[config.mk]
export PLATFORM = sky130hd
export DESIGN_NAME = adc_control
export DESIGN_NICKNAME = d
export VERILOG_FILES = /design/src/hw/adc_ctrl_pkg.sv /design/src/hw/adc_control.sv /design/src/hw/clock_divider.sv /design/src/hw/sar_engine.sv
export VERILOG_INCLUDE_DIRS = /design/src /design/src/hw
export SDC_FILE = /design/constraint.sdc
export NUM_CORES = 1
export LEC_CHECK = 0
export BUFFER_PORTS_ARGS = -buffer_cell sky130_fd_sc_hd__buf_2
export CORE_MARGIN = 2
export CORE_UTILIZATION = 50
export DETAILED_ROUTE_END_ITERATION = 6
export PLACE_DENSITY_LB_ADDON = 0.08
export SYNTH_ARGS = -nofsm -noshare
export SYNTH_HDL_FRONTEND = slang
export SYNTH_SLANG_ARGS = --single-unit
[constraint.sdc]
create_clock -name pclk -period 5.1 [get_ports pclk]
set_input_delay 0.255 -clock pclk [delete_from_list [all_inputs] [get_ports pclk]]
set_output_delay 0.255 -clock pclk [all_outputs]
set_load 0.02 [all_outputs]
[src/hw/adc_ctrl_map.svh]
// Register offsets, field positions, reset values and timing counts of the converter control block
`ifndef ADC_CTRL_MAP_SVH
`define ADC_CTRL_MAP_SVH
`define OFS_RESULT_LOW 12'h000
`define OFS_RESULT_HIGH 12'h004
`define OFS_CONTROL_0 12'h008
`define OFS_CONTROL_1 12'h00C
`define OFS_BANDGAP 12'h010
`define OFS_IRQ_STATUS 12'h014
`define OFS_IRQ_MASK 12'h018
`define BIT_START 7
`define BIT_BUSY 6
`define BIT_ENABLE 5
`define BIT_ALIGN 4
`define BIT_BANDGAP_EN 3
`define RESET_CONTROL_0 8'h00
`define RESET_CONTROL_1 8'h00
`define RESET_BANDGAP 8'h00
`define CONV_CYCLES 5'd16
`define IRQ_DONE_BIT 0
`endif

[src/hw/adc_ctrl_pkg.sv]
// Types shared by the converter control block
package adc_ctrl_pkg;
  typedef enum logic [1:0] {src_external, src_ground, src_quarter_supply} source_t;
  typedef struct packed {
    logic [2:0] input_source_select;
    logic [1:0] reference_select;
    logic [2:0] conversion_clock_divider;
  } control_1_t;
  typedef struct packed {
    logic [3:0] external_channel_select;
    source_t source;
    logic ext_connected;
  } route_t;
endpackage : adc_ctrl_pkg

[src/hw/adc_control.sv]
// Converter control and result registers with APB slave and interrupt
//
// Behaviour
// - Ten-bit result held across high and low bytes, alignment chosen by format bit.
// - Format 0: high byte gives bits 9..2, low byte 7:6 give bits 1:0.
// - Format 1: high byte 1:0 give bits 9:8, low byte gives bits 7..0.
// - Unused result bit positions always read zero.
// - Converter disabled leaves both result registers unchanged.
// - Writing start 0 then 1 then 0 begins exactly one conversion.
// - Busy flag sets once the start sequence initiates a conversion.
// - Busy flag clears when the conversion completes.
// - Enable bit powers the converter on when one, off when zero.
// - Channel codes 0..7 route analog inputs; codes 8..15 leave input floating.
// - Source field chooses internal signal or the selected external channel.
// - Pins used as converter inputs lose their function and pull-high.
// - Source 001..011 grounds the input; 100 picks quarter supply.
// - Clock field divides system clock by 1 to 128 for codes 0..7.
// - Completion sets the interrupt request flag, raising interrupt when enabled.
//
// The register offsets and the APB slave port are this design's own decisions.
`timescale 1ns/1ns
`include "adc_ctrl_map.svh"
module adc_control
  import adc_ctrl_pkg::*;
(
  input wire logic pclk,
  input wire logic presetn,
  input wire logic ce,
  input wire logic psel,
  input wire logic penable,
  input wire logic pwrite,
  input wire logic [11:0] paddr,
  input wire logic [31:0] pwdata,
  output logic [31:0] prdata,
  output logic pready,
  output logic pslverr,
  input wire logic [7:0] analog_input_pin_select,
  input wire logic comp_above,
  output logic [9:0] dac_trial,
  output logic converter_power,
  output logic bandgap_enable,
  output logic [7:0] analog_inputs_0_to_7,
  output route_t route,
  output logic [7:0] pin_function_disable,
  output logic [7:0] pull_high_disconnect,
  output logic irq
);
  logic [7:0] control_0_q;
  control_1_t control_1_q;
  logic [7:0] bandgap_q;
  logic [9:0] result_q;
  logic busy_q;
  logic start_armed_q;
  logic go;
  logic done;
  logic tick;
  logic [9:0] trial;
  logic [7:0] irq_status_q;
  logic [7:0] irq_mask_q;
  logic [7:0] result_high_byte;
  logic [7:0] result_low_byte;
  logic [7:0] rd_byte;
  logic rd_ok;
  logic wr_en;
  logic rd_en;
  logic [7:0] wbyte;
  logic enabled;
  source_t source_sel;

  assign wr_en = psel && penable && pwrite && ce;
  assign rd_en = psel && penable && !pwrite && ce;
  assign wbyte = pwdata[7:0];
  assign enabled = control_0_q[`BIT_ENABLE];

  // Gate and route both follow this decode, so they change on the same edge
  always_comb
  begin
    unique case (control_1_q.input_source_select)
      3'b000, 3'b101, 3'b110, 3'b111:
        source_sel = src_external;
      3'b100:
        source_sel = src_quarter_supply;
      3'b001, 3'b010, 3'b011:
        source_sel = src_ground;
    endcase
  end

  // Start fires on the falling write of the start bit after it was seen high
  assign go = wr_en && paddr == `OFS_CONTROL_0 && start_armed_q && !wbyte[`BIT_START]
              && enabled && !busy_q;

  always_ff @(posedge pclk or negedge presetn)
  begin
    if (!presetn)
      start_armed_q <= 1'b0;
    else if (wr_en && paddr == `OFS_CONTROL_0)
      start_armed_q <= wbyte[`BIT_START] && !control_0_q[`BIT_START];
  end

  always_ff @(posedge pclk or negedge presetn)
  begin
    if (!presetn)
    begin
      control_0_q <= `RESET_CONTROL_0;
      control_1_q <= `RESET_CONTROL_1;
      bandgap_q <= `RESET_BANDGAP;
      irq_mask_q <= 8'h00;
    end
    else if (wr_en)
    begin
      unique case (paddr)
        `OFS_CONTROL_0:
          control_0_q <= {wbyte[7], 1'b0, wbyte[5:0]};
        `OFS_CONTROL_1:
          control_1_q <= wbyte;
        `OFS_BANDGAP:
          bandgap_q <= {4'h0, wbyte[`BIT_BANDGAP_EN], 3'h0};
        `OFS_IRQ_MASK:
          irq_mask_q <= {7'h00, wbyte[`IRQ_DONE_BIT]};
        default:
          ;
      endcase
    end
  end

  always_ff @(posedge pclk or negedge presetn)
  begin
    if (!presetn)
      busy_q <= 1'b0;
    else if (ce)
    begin
      if (go)
        busy_q <= 1'b1;
      else if (done || !enabled)
        busy_q <= 1'b0;
    end
  end

  // Result captured only from a finished conversion, so a disabled converter keeps it
  always_ff @(posedge pclk or negedge presetn)
  begin
    if (!presetn)
      result_q <= 10'h000;
    else if (ce && done && busy_q && enabled)
      result_q <= trial;
  end

  clock_divider u_div (
    .pclk(pclk),
    .presetn(presetn),
    .ce(ce),
    .run(busy_q),
    .div_sel(control_1_q.conversion_clock_divider),
    .tick(tick)
  );

  sar_engine u_sar (
    .pclk(pclk),
    .presetn(presetn),
    .ce(ce),
    .go(go),
    .tick(tick),
    .comp_above(comp_above),
    .trial(trial),
    .done(done)
  );

  always_comb
  begin
    if (control_0_q[`BIT_ALIGN])
    begin
      result_high_byte = {6'h00, result_q[9:8]};
      result_low_byte = result_q[7:0];
    end
    else
    begin
      result_high_byte = result_q[9:2];
      result_low_byte = {result_q[1:0], 6'h00};
    end
  end

  // Read of status clears it, but a completion in the same cycle survives
  always_ff @(posedge pclk or negedge presetn)
  begin
    if (!presetn)
      irq_status_q <= 8'h00;
    else if (ce)
    begin
      if (done && busy_q)
        irq_status_q[`IRQ_DONE_BIT] <= 1'b1;
      else if (rd_en && paddr == `OFS_IRQ_STATUS)
        irq_status_q <= 8'h00;
    end
  end

  always_ff @(posedge pclk or negedge presetn)
  begin
    if (!presetn)
      irq <= 1'b0;
    else if (ce)
      irq <= |(irq_status_q & irq_mask_q);
  end

  always_comb
  begin
    rd_ok = 1'b1;
    unique case (paddr)
      `OFS_RESULT_LOW:
        rd_byte = result_low_byte;
      `OFS_RESULT_HIGH:
        rd_byte = result_high_byte;
      `OFS_CONTROL_0:
        rd_byte = {control_0_q[7], busy_q, control_0_q[5:0]};
      `OFS_CONTROL_1:
        rd_byte = control_1_q;
      `OFS_BANDGAP:
        rd_byte = bandgap_q;
      `OFS_IRQ_STATUS:
        rd_byte = irq_status_q;
      `OFS_IRQ_MASK:
        rd_byte = irq_mask_q;
      default:
      begin
        rd_byte = 8'h00;
        rd_ok = 1'b0;
      end
    endcase
  end

  // Zero-wait slave: registered answer during the access phase
  always_ff @(posedge pclk or negedge presetn)
  begin
    if (!presetn)
    begin
      prdata <= 32'h0000_0000;
      pready <= 1'b0;
      pslverr <= 1'b0;
    end
    else if (ce)
    begin
      pready <= psel && !penable;
      pslverr <= psel && !penable && !rd_ok;
      if (psel && !penable && !pwrite)
        prdata <= {24'h00_0000, rd_byte};
    end
  end

  always_ff @(posedge pclk or negedge presetn)
  begin
    if (!presetn)
    begin
      converter_power <= 1'b0;
      bandgap_enable <= 1'b0;
      dac_trial <= 10'h000;
      analog_inputs_0_to_7 <= 8'h00;
      route <= '0;
      pin_function_disable <= 8'h00;
      pull_high_disconnect <= 8'h00;
    end
    else if (ce)
    begin
      converter_power <= enabled;
      bandgap_enable <= bandgap_q[`BIT_BANDGAP_EN];
      dac_trial <= trial;
      // Analog input gates open only for a legal channel under an external source
      analog_inputs_0_to_7 <= (!control_0_q[3] && source_sel == src_external)
                              ? 8'(8'h01 << control_0_q[2:0]) : 8'h00;
      route.external_channel_select <= control_0_q[3:0];
      route.ext_connected <= !control_0_q[3];
      route.source <= source_sel;
      pin_function_disable <= analog_input_pin_select;
      pull_high_disconnect <= analog_input_pin_select;
    end
  end
endmodule : adc_control

[src/hw/clock_divider.sv]
// Conversion clock tick generator: divides pclk by a power of two
`timescale 1ns/1ns
module clock_divider
  import adc_ctrl_pkg::*;
(
  input wire logic pclk,
  input wire logic presetn,
  input wire logic ce,
  input wire logic run,
  input wire logic [2:0] div_sel,
  output logic tick
);
  logic [6:0] count_q;
  logic [6:0] limit;

  assign limit = 7'((8'h01 << div_sel) - 8'h01);

  always_ff @(posedge pclk or negedge presetn)
  begin
    if (!presetn)
    begin
      count_q <= 7'h00;
      tick <= 1'b0;
    end
    else if (ce)
    begin
      if (!run || count_q >= limit)
      begin
        count_q <= 7'h00;
        tick <= run;
      end
      else
      begin
        count_q <= count_q + 7'h01;
        tick <= 1'b0;
      end
    end
  end
endmodule : clock_divider

[src/hw/sar_engine.sv]
// Successive-approximation sequencer: six sampling ticks, then one result bit per conversion clock tick
`timescale 1ns/1ns
`include "adc_ctrl_map.svh"
module sar_engine
  import adc_ctrl_pkg::*;
(
  input wire logic pclk,
  input wire logic presetn,
  input wire logic ce,
  input wire logic go,
  input wire logic tick,
  input wire logic comp_above,
  output logic [9:0] trial,
  output logic done
);
  logic [4:0] step_q;
  logic [9:0] sar_q;
  logic [9:0] bit_q;
  logic active_q;
  logic decide;
  logic [9:0] sar_d;
  logic [9:0] bit_d;

  assign decide = ce && !go && active_q && tick && step_q >= 5'd6;

  // Trial leaves as its next value, so the registered DAC code already shows it at the next decision
  always_comb
  begin
    sar_d = sar_q;
    bit_d = bit_q;
    if (ce && go)
    begin
      sar_d = 10'h000;
      bit_d = 10'h200;
    end
    else if (decide)
    begin
      if (comp_above)
        sar_d = sar_q | bit_q;
      bit_d = bit_q >> 1;
    end
  end

  assign trial = sar_d | bit_d;

  always_ff @(posedge pclk or negedge presetn)
  begin
    if (!presetn)
    begin
      step_q <= 5'd0;
      sar_q <= 10'h000;
      bit_q <= 10'h000;
      active_q <= 1'b0;
      done <= 1'b0;
    end
    else if (ce)
    begin
      done <= 1'b0;
      if (go)
      begin
        active_q <= 1'b1;
        step_q <= 5'd0;
        sar_q <= 10'h000;
        bit_q <= 10'h200;
      end
      else if (active_q && tick)
      begin
        // Sampling ticks first, then ten decision ticks
        sar_q <= sar_d;
        bit_q <= bit_d;
        if (step_q == `CONV_CYCLES - 5'd1)
        begin
          active_q <= 1'b0;
          done <= 1'b1;
        end
        step_q <= step_q + 5'd1;
      end
    end
  end
endmodule : sar_engine

After elaboration in Yosys (flattened, before gate mapping)
Memories as Yosys holds them, arrays and structs flattened.
Index checks and enable logic that the tools add are counted.
{"block": "classes", "n_addsub": 3, "magnitude_cmp": 2, "n_eq_ne": 7, "shifts": 2, "n_mux": 28, "bitwise": 3, "reduce_logical": 54}
{"op": "$mux 10", "count": 9}
{"op": "$pmux 8 s7", "count": 1}
{"op": "$eq 12x5->1 const B", "count": 3}
{"op": "$logic_and 1x1->1", "count": 26}
{"op": "$eq 12x4->1 const B", "count": 2}
{"op": "$mux 8", "count": 3}
{"op": "$or 10x10->10", "count": 2}
{"op": "$reduce_and 2->1", "count": 8}
{"op": "$eq 12x3->1 const B", "count": 1}
{"op": "$logic_not 12->1", "count": 1}
{"op": "$mux 1", "count": 12}
{"op": "$mux 5", "count": 2}
{"op": "$logic_not 1->1", "count": 9}
{"op": "$reduce_bool 2->1", "count": 4}
{"op": "$reduce_or 8->1", "count": 1}
{"op": "$shl 1x3->8 const A", "count": 1}
{"op": "$add 7x1->7 const B", "count": 1}
{"op": "$ge 7x7->1", "count": 1}
{"op": "$mux 7", "count": 1}
{"op": "$reduce_or 7->1", "count": 1}
{"op": "$shl 1x3->7 const A", "count": 1}
{"op": "$sub 7x1->7 const B", "count": 1}
{"op": "$add 5x1->5 const B", "count": 1}
{"op": "$eq 5x4->1 const B", "count": 1}
{"op": "5 further kinds", "count": 6}
{"block": "totals", "register_bits": 111, "mem_bits_ro": 16, "inputBits": 59, "out_inout_bits": 78, "elab_cells": 129, "memories": 1}
{"name": "(no name shown)", "words": 8, "width": 2, "rd": 1, "rd_clocked_by_memory_dff": 0, "write_ports": 0, "line": "adc_control.sv:78", "rtl": "unique case (control_1_q.input_source_select)"}

Depth between registers and ports, before layout
{"block": "depth", "depth_word": 17, "mapped_depth": 12, "depth_no_buf": 11}

Hierarchy
From an unflattened synthesis, not the netlist that was laid out.
{"block": "unflattened", "hier_cells": 519, "hier_area_um2": 5576.6}
{"module": "adc_control", "instances": 1, "cells_each": 309, "area_each_um2": 3621.0, "seq_area_each_um2": 1901.8}
{"module": "sar_engine", "instances": 1, "cells_each": 144, "area_each_um2": 1366.3, "seq_area_each_um2": 675.6}
{"module": "clock_divider", "instances": 1, "cells_each": 66, "area_each_um2": 589.3, "seq_area_each_um2": 200.2}

Worst setup path before layout
No wires, ideal clock.
{"block": "synth_path", "path_kind": "flip-flop to flip-flop", "from": "reg control_1_q[2] (netlist bit)", "to": "reg u_div.count_q[0]", "setup_time_ns": 0.154, "t_arrival_ns": 2.639, "t_required_ns": 4.946, "path_slack_ns": 2.307, "stages_incl_launch_ff": 11, "path_buffers": 1, "synth_period_minus_slack_ns": 2.793, "path_cell_list": "dfrtp_1 -> clkbuf_1 -> or3_1 -> ha_1 -> nor3_1 -> a21oi_1 -> o21a_1 -> ha_1 -> nand3_1 -> o311ai_1 -> o21ai_0"}
{"block": "synth_via", "elab_chain_cells": 5}
{"item": "start, declared", "line": "adc_control.sv:49", "rtl": "control_1_t control_1_q;"}
{"item": "start signal, assigned", "line": "adc_control.sv:105", "rtl": "control_1_q <= `RESET_CONTROL_1;"}
{"item": "start signal, assigned", "line": "adc_control.sv:115", "rtl": "control_1_q <= wbyte;"}
{"item": "$shl 1x3->7", "line": "clock_divider.sv:16", "rtl": "assign limit = 7'((8'h01 << div_sel) - 8'h01);"}
{"item": "$sub 7x1->7", "line": "clock_divider.sv:16"}
{"item": "$ge 7x7->1", "line": "clock_divider.sv:27", "rtl": "if (!run || count_q >= limit)"}
{"item": "$logic_or 1x1->1", "line": "clock_divider.sv:27"}
{"item": "$mux 7", "line": "clock_divider.sv:27"}
{"item": "end signal, assigned", "line": "clock_divider.sv:34", "rtl": "count_q <= count_q + 7'h01;"}
{"item": "end, declared", "line": "clock_divider.sv:13", "rtl": "logic [6:0] count_q;"}
Every way passes these cells.
A chain may end at the register's enable or synchronous reset.

Final worst setup path
{"block": "layout_path", "from": "reg control_1_q[2] (netlist bit)", "to": "reg u_div.count_q[6]"}
Same word-level chain as after synthesis.

==> report_table.html <==
<table>
<tr><th>Metric</th><th>Value</th></tr>
<tr><th colspan="2">Run status</th></tr>
<tr><td>Status</td><td>finished clean</td></tr>
<tr><th colspan="2">Clock tree</th></tr>
<tr><td>Number of buffers inserted for hold repair after clock tree synthesis</td><td>0</td></tr>
<tr><td>Largest buffer count on any clock path</td><td>2</td></tr>
<tr><td>Clock tree from TritonCTS</td><td>yes</td></tr>
<tr><td>CTS-repair resized insts</td><td>0</td></tr>
<tr><td>Clock Sinks</td><td>roughly 110</td></tr>
<tr><td>Cell at the root of the clock tree</td><td>clkbuf_8</td></tr>
<tr><td>Number of H-tree levels</td><td>3</td></tr>
<tr><td>Post-CTS Setup Bufs</td><td>0</td></tr>
<tr><td>Clock slew seen by the registers of the worst setup and hold paths</td><td>about 100 ps</td></tr>
<tr><td>Worst skew pair latency</td><td>~370 ps</td></tr>
<tr><td>Number of CTS-inserted buffers</td><td>9</td></tr>
<tr><th colspan="2">Routing</th></tr>
<tr><td>Post-route DRC violation count</td><td>0</td></tr>
<tr><td>Initial drt markers</td><td>199</td></tr>
<tr><td>WL final</td><td>11.6 mm</td></tr>
<tr><td>Detailed route wirelength on metal3</td><td>between 600 and 700 um</td></tr>
<tr><td>Top routing layer used</td><td>met4</td></tr>
<tr><td>Met1 layer wirelength in the final routing</td><td>5.35 mm</td></tr>
<tr><td>Antenna viol nets, final</td><td>0</td></tr>
<tr><td>Vias per cell</td><td>5.41</td></tr>
<tr><td>Total length of routed met2 wires</td><td>5.44 mm</td></tr>
<tr><td>Number of detailed-route iterations in the first pass</td><td>4</td></tr>
<tr><td>Vias after detailed routing</td><td>3963</td></tr>
<tr><td>Post-DR wirelength/cell</td><td>15.8 um</td></tr>
<tr><th colspan="2">Final layout</th></tr>
<tr><td>Share of the core filled with cells in the final layout</td><td>roughly 57%</td></tr>
<tr><td>Area added between synthesis and finish</td><td>11.3%</td></tr>
<tr><td>Most frequent cells in the layout</td><td>dfrtp_1 (111), buf_2 (87), inv_1 (43)</td></tr>
<tr><td>Final net count</td><td>about 660</td></tr>
<tr><td>Leading cell type in the layout, fill and taps excluded</td><td>dfrtp_1</td></tr>
<tr><td>Number of antenna cells inserted</td><td>0</td></tr>
<tr><td>Fraction of layout instances using a drive strength above 1</td><td>approximately a quarter</td></tr>
<tr><th colspan="2">Critical path</th></tr>
<tr><td>Biggest fanout along the worst timing path</td><td>10</td></tr>
<tr><td>Most frequent CP cell</td><td>ha_1</td></tr>
<tr><td>Data required time at the worst endpoint</td><td>approximately 5300 ps</td></tr>
<tr><td>Worst setup path endpoint</td><td>u_div.count_q[6]$_DFFE_PN0P_</td></tr>
<tr><td>Reg2Reg Launch Point</td><td>control_1_q[2]$_DFFE_PN0P_</td></tr>
<tr><td>Setup slack of the worst register-to-register path</td><td>1890 ps</td></tr>
<tr><td>Max incr delay on CP</td><td>820 ps</td></tr>
<tr><td>Signal arrival time at the worst endpoint</td><td>about 3400 ps</td></tr>
<tr><td>Reg2Reg Depth</td><td>9</td></tr>
<tr><td>Critical Setup Path Class</td><td>reg2reg</td></tr>
<tr><td>CP Cell Sequence</td><td>or3_1 &gt; ha_1 &gt; nor3_1 &gt; a21oi_1 &gt; o21a_1 &gt; ha_1 &gt; nand3_1 &gt; o311ai_1 &gt; o22ai_1</td></tr>
<tr><td>Worst setup path start</td><td>control_1_q[2]$_DFFE_PN0P_</td></tr>
<tr><td>Library cell contributing the largest single delay on the critical path</td><td>o311ai_1</td></tr>
<tr><td>Startpoint type of the worst setup path</td><td>flop</td></tr>
<tr><td>Endpoint kind of the worst setup timing path</td><td>flop</td></tr>
<tr><td>Endpoint of the worst-slack reg-to-reg timing path</td><td>u_div.count_q[6]$_DFFE_PN0P_</td></tr>
<tr><th colspan="2">Floorplan</th></tr>
<tr><td>I/O pin cnt</td><td>137</td></tr>
<tr><td>Die Area</td><td>between 10000 and 15000 sq um</td></tr>
<tr><td>Vertical die dimension</td><td>between 100 and 150 um</td></tr>
<tr><td>Effective utilization at floorplan</td><td>about half</td></tr>
<tr><td>Core region area</td><td>~11000 sq um</td></tr>
<tr><td>Horizontal die dimension</td><td>109 um</td></tr>
<tr><td>FP Rows</td><td>38</td></tr>
<tr><th colspan="2">Global route</th></tr>
<tr><td>Number of global-route vias before repair</td><td>about 3600</td></tr>
<tr><td>First-pass GRT wire length</td><td>~18 mm</td></tr>
<tr><td>Pin count of the biggest net entering global routing</td><td>75</td></tr>
<tr><td>Global routing usage summed across all routing layers</td><td>about a fifth</td></tr>
<tr><td>Initial antenna violation count</td><td>0</td></tr>
<tr><td>Aggregate global routing overflow</td><td>0</td></tr>
<tr><th colspan="2">Placed design</th></tr>
<tr><td>Total half-perimeter wirelength after legalization and detailed placement</td><td>roughly 8.2 mm</td></tr>
<tr><td>Gpl congestion</td><td>0.813</td></tr>
<tr><td>PortBufs</td><td>88</td></tr>
<tr><th colspan="2">Timing</th></tr>
<tr><td>FMAX</td><td>312 MHz</td></tr>
<tr><td>Setup TNS</td><td>0 ps</td></tr>
<tr><td>Worst-case clock skew</td><td>8.68 ps</td></tr>
<tr><td>Actual transition at the worst max-transition pin</td><td>948 ps</td></tr>
<tr><td>Final Setup Violations</td><td>0</td></tr>
<tr><td>Final hold vios</td><td>0</td></tr>
<tr><td>Final count of pins violating max slew</td><td>0</td></tr>
<tr><td>Unrepaired setup endpoints after global routing</td><td>no</td></tr>
<tr><td>Share of the clock period used by the worst path after layout</td><td>a little over three fifths</td></tr>
<tr><td>Headroom to the max-slew limit</td><td>35.8%</td></tr>
<tr><td>Shortest clock period the worst path allows after layout</td><td>3210 ps</td></tr>
<tr><td>Worst Hold Margin</td><td>10.8 ps</td></tr>
<tr><th colspan="2">Power</th></tr>
<tr><td>Largest vdd supply drop</td><td>145 uV</td></tr>
<tr><td>Total power density per cell area</td><td>around 270 nW/um^2</td></tr>
<tr><td>LEAKAGE</td><td>slightly below 3 nW</td></tr>
<tr><th colspan="2">Synthesis</th></tr>
<tr><td>Share of flip-flops with an asynchronous set or reset</td><td>between 90% and 100%</td></tr>
<tr><td>Number of distinct standard cells referenced by the synthesized netlist</td><td>56</td></tr>
<tr><td>Post-Syn Area</td><td>5480 sq um</td></tr>
<tr><td>Synthesized area per cell</td><td>about 11 sq um</td></tr>
<tr><td>Fraction of the yosys area taken by sequential cells</td><td>between 50 and 60%</td></tr>
<tr><td>Post-Syn Instances</td><td>520</td></tr>
<tr><td>Total of warnings raised by yosys</td><td>0</td></tr>
<tr><td>Most instantiated flip-flop cell in the synthesis netlist</td><td>dfrtp_1</td></tr>
<tr><td>Number of flops mapped to enable cells by yosys</td><td>0</td></tr>
<tr><td>Number of synthesized register bits</td><td>111</td></tr>
<tr><th colspan="2">Run</th></tr>
<tr><td>Count of max-cap constraint violations</td><td>0</td></tr>
<tr><th colspan="2">Min path</th></tr>
<tr><td>Hold crit path type</td><td>in2async</td></tr>
</table>
[cell usage after synthesis (4+ instances only)]
cell type | instances | share of area [%]
a211oi_1 | 5 | 0.69
a21oi_1 | 21 | 1.9
a221oi_1 | 12 | 1.9
a22o_1 | 4 | 0.64
a22oi_1 | 4 | 0.55
buf_4 | 33 | 4.5
clkbuf_1 | 18 | 1.2
dfrtp_1 | 111 | 51
ha_1 | 14 | 3.2
inv_1 | 43 | 2.9
mux2_2 | 31 | 6.4
mux2i_1 | 19 | 3.5
nand2_1 | 28 | 1.9
nand2b_1 | 6 | 0.69
nand3_1 | 11 | 1.0
nand3b_1 | 5 | 0.69
nor2_1 | 35 | 2.4
nor2b_1 | 6 | 0.69
nor3_1 | 4 | 0.37
o21ai_0 | 24 | 2.2
o22ai_1 | 26 | 3.0
[layer usage]
layer  GRT usage (%)  vias to the layer above
met3            2.99                       15
met1            28.0                     1920
met2            31.7                      101
li1                -                     1927
met5               0                        -
met4            7.14                        0
[cell type report]
| class | instances | area (sq um) |
|---|---|---|
| clock buffer | 9 | 124 |
| clock inverter | 7 | 121 |
| fill | 958 | 4650 |
| inverter | 43 | 161 |
| multi-input combinational | 331 | 2270 |
| sequential | 111 | 2780 |
| tap | 140 | 175 |
| timing repair buffer | 92 | 473 |
[flip-flops by register name, summed over array words and instances, names as in the netlist, 5 cells and up]
signal / cells
control_0_q: 7
u_div.count_q: 7
u_sar.step_q: 5
result_q: 10
u_sar.sar_q: 10
analog_inputs_0_to_7: 8
pull_high_disconnect: 8
route: 7
control_1_q: 8
prdata: 8
u_sar.bit_q: 10
dac_trial: 10
[how the worst min path moves through the flow]
| stage | start | end | slack [ps] |
|---|---|---|---|
| 2_1_floorplan | presetn | analog_inputs_0_to_7[0]$_DFFE_PN0P_ | -40 |
| 3_3_place_gp | presetn | u_div.count_q[2]$_DFFE_PN0P_ | 450 |
| 3_5_place_dp | presetn | u_div.count_q[2]$_DFFE_PN0P_ | 460 |
| 4_1_cts | presetn | u_div.count_q[2]$_DFFE_PN0P_ | 40 |
| 5_1_grt | presetn | u_sar.step_q[3]$_DFFE_PN0P_ | 90 |
| 6_report | presetn | u_div.count_q[3]$_DFFE_PN0P_ | 10 |
[through the flow]
step | total power, mW | instances | cell area [sq um] | setup WS, ps
after floorplan | 1.00 | 543 | 5570 | 2310
after global placement | 1.03 | 717 | 5850 | 1930
after detailed placement | 1.03 | 717 | 5850 | 1850
after CTS | 1.66 | 733 | 6100 | 1830
after global routing | 1.71 | 733 | 6100 | 1630
final | 1.65 | 733 | 6100 | 1890
[worst max-delay path: cells and delay by family (launching register included)]
kind                       cells  cell delay [ps]
DFF                            1              520
and+or+nand+nor                3              740
AOI/OAI and AO/OA              4             1250
adders and majority gates      2              540
[power breakdown]
| part | total (mW) | internal [mW] | switching, mW |
|---|---|---|---|
| logic | 0.123 | 0.0355 | 0.0871 |
| registers | 0.893 | 0.888 | 0.00495 |
| clock network | 0.631 | 0.328 | 0.303 |
[logic make-up after synthesis]
| logic type | Yosys count | synth area share, % |
|---|---|---|
| xor+xnor | 4 | 0.640 |
| compound gates | 120 | 14.7 |
| fa+ha+maj | 14 | 3.20 |
| buf+inv | 101 | 9.50 |
| mux | 50 | 9.84 |
| flops | 111 | 50.7 |
| simple gates | 119 | 11.4 |
| other cells | 1 | 0.0684 |
Note: power is estimated with default switching activity, not from simulation.
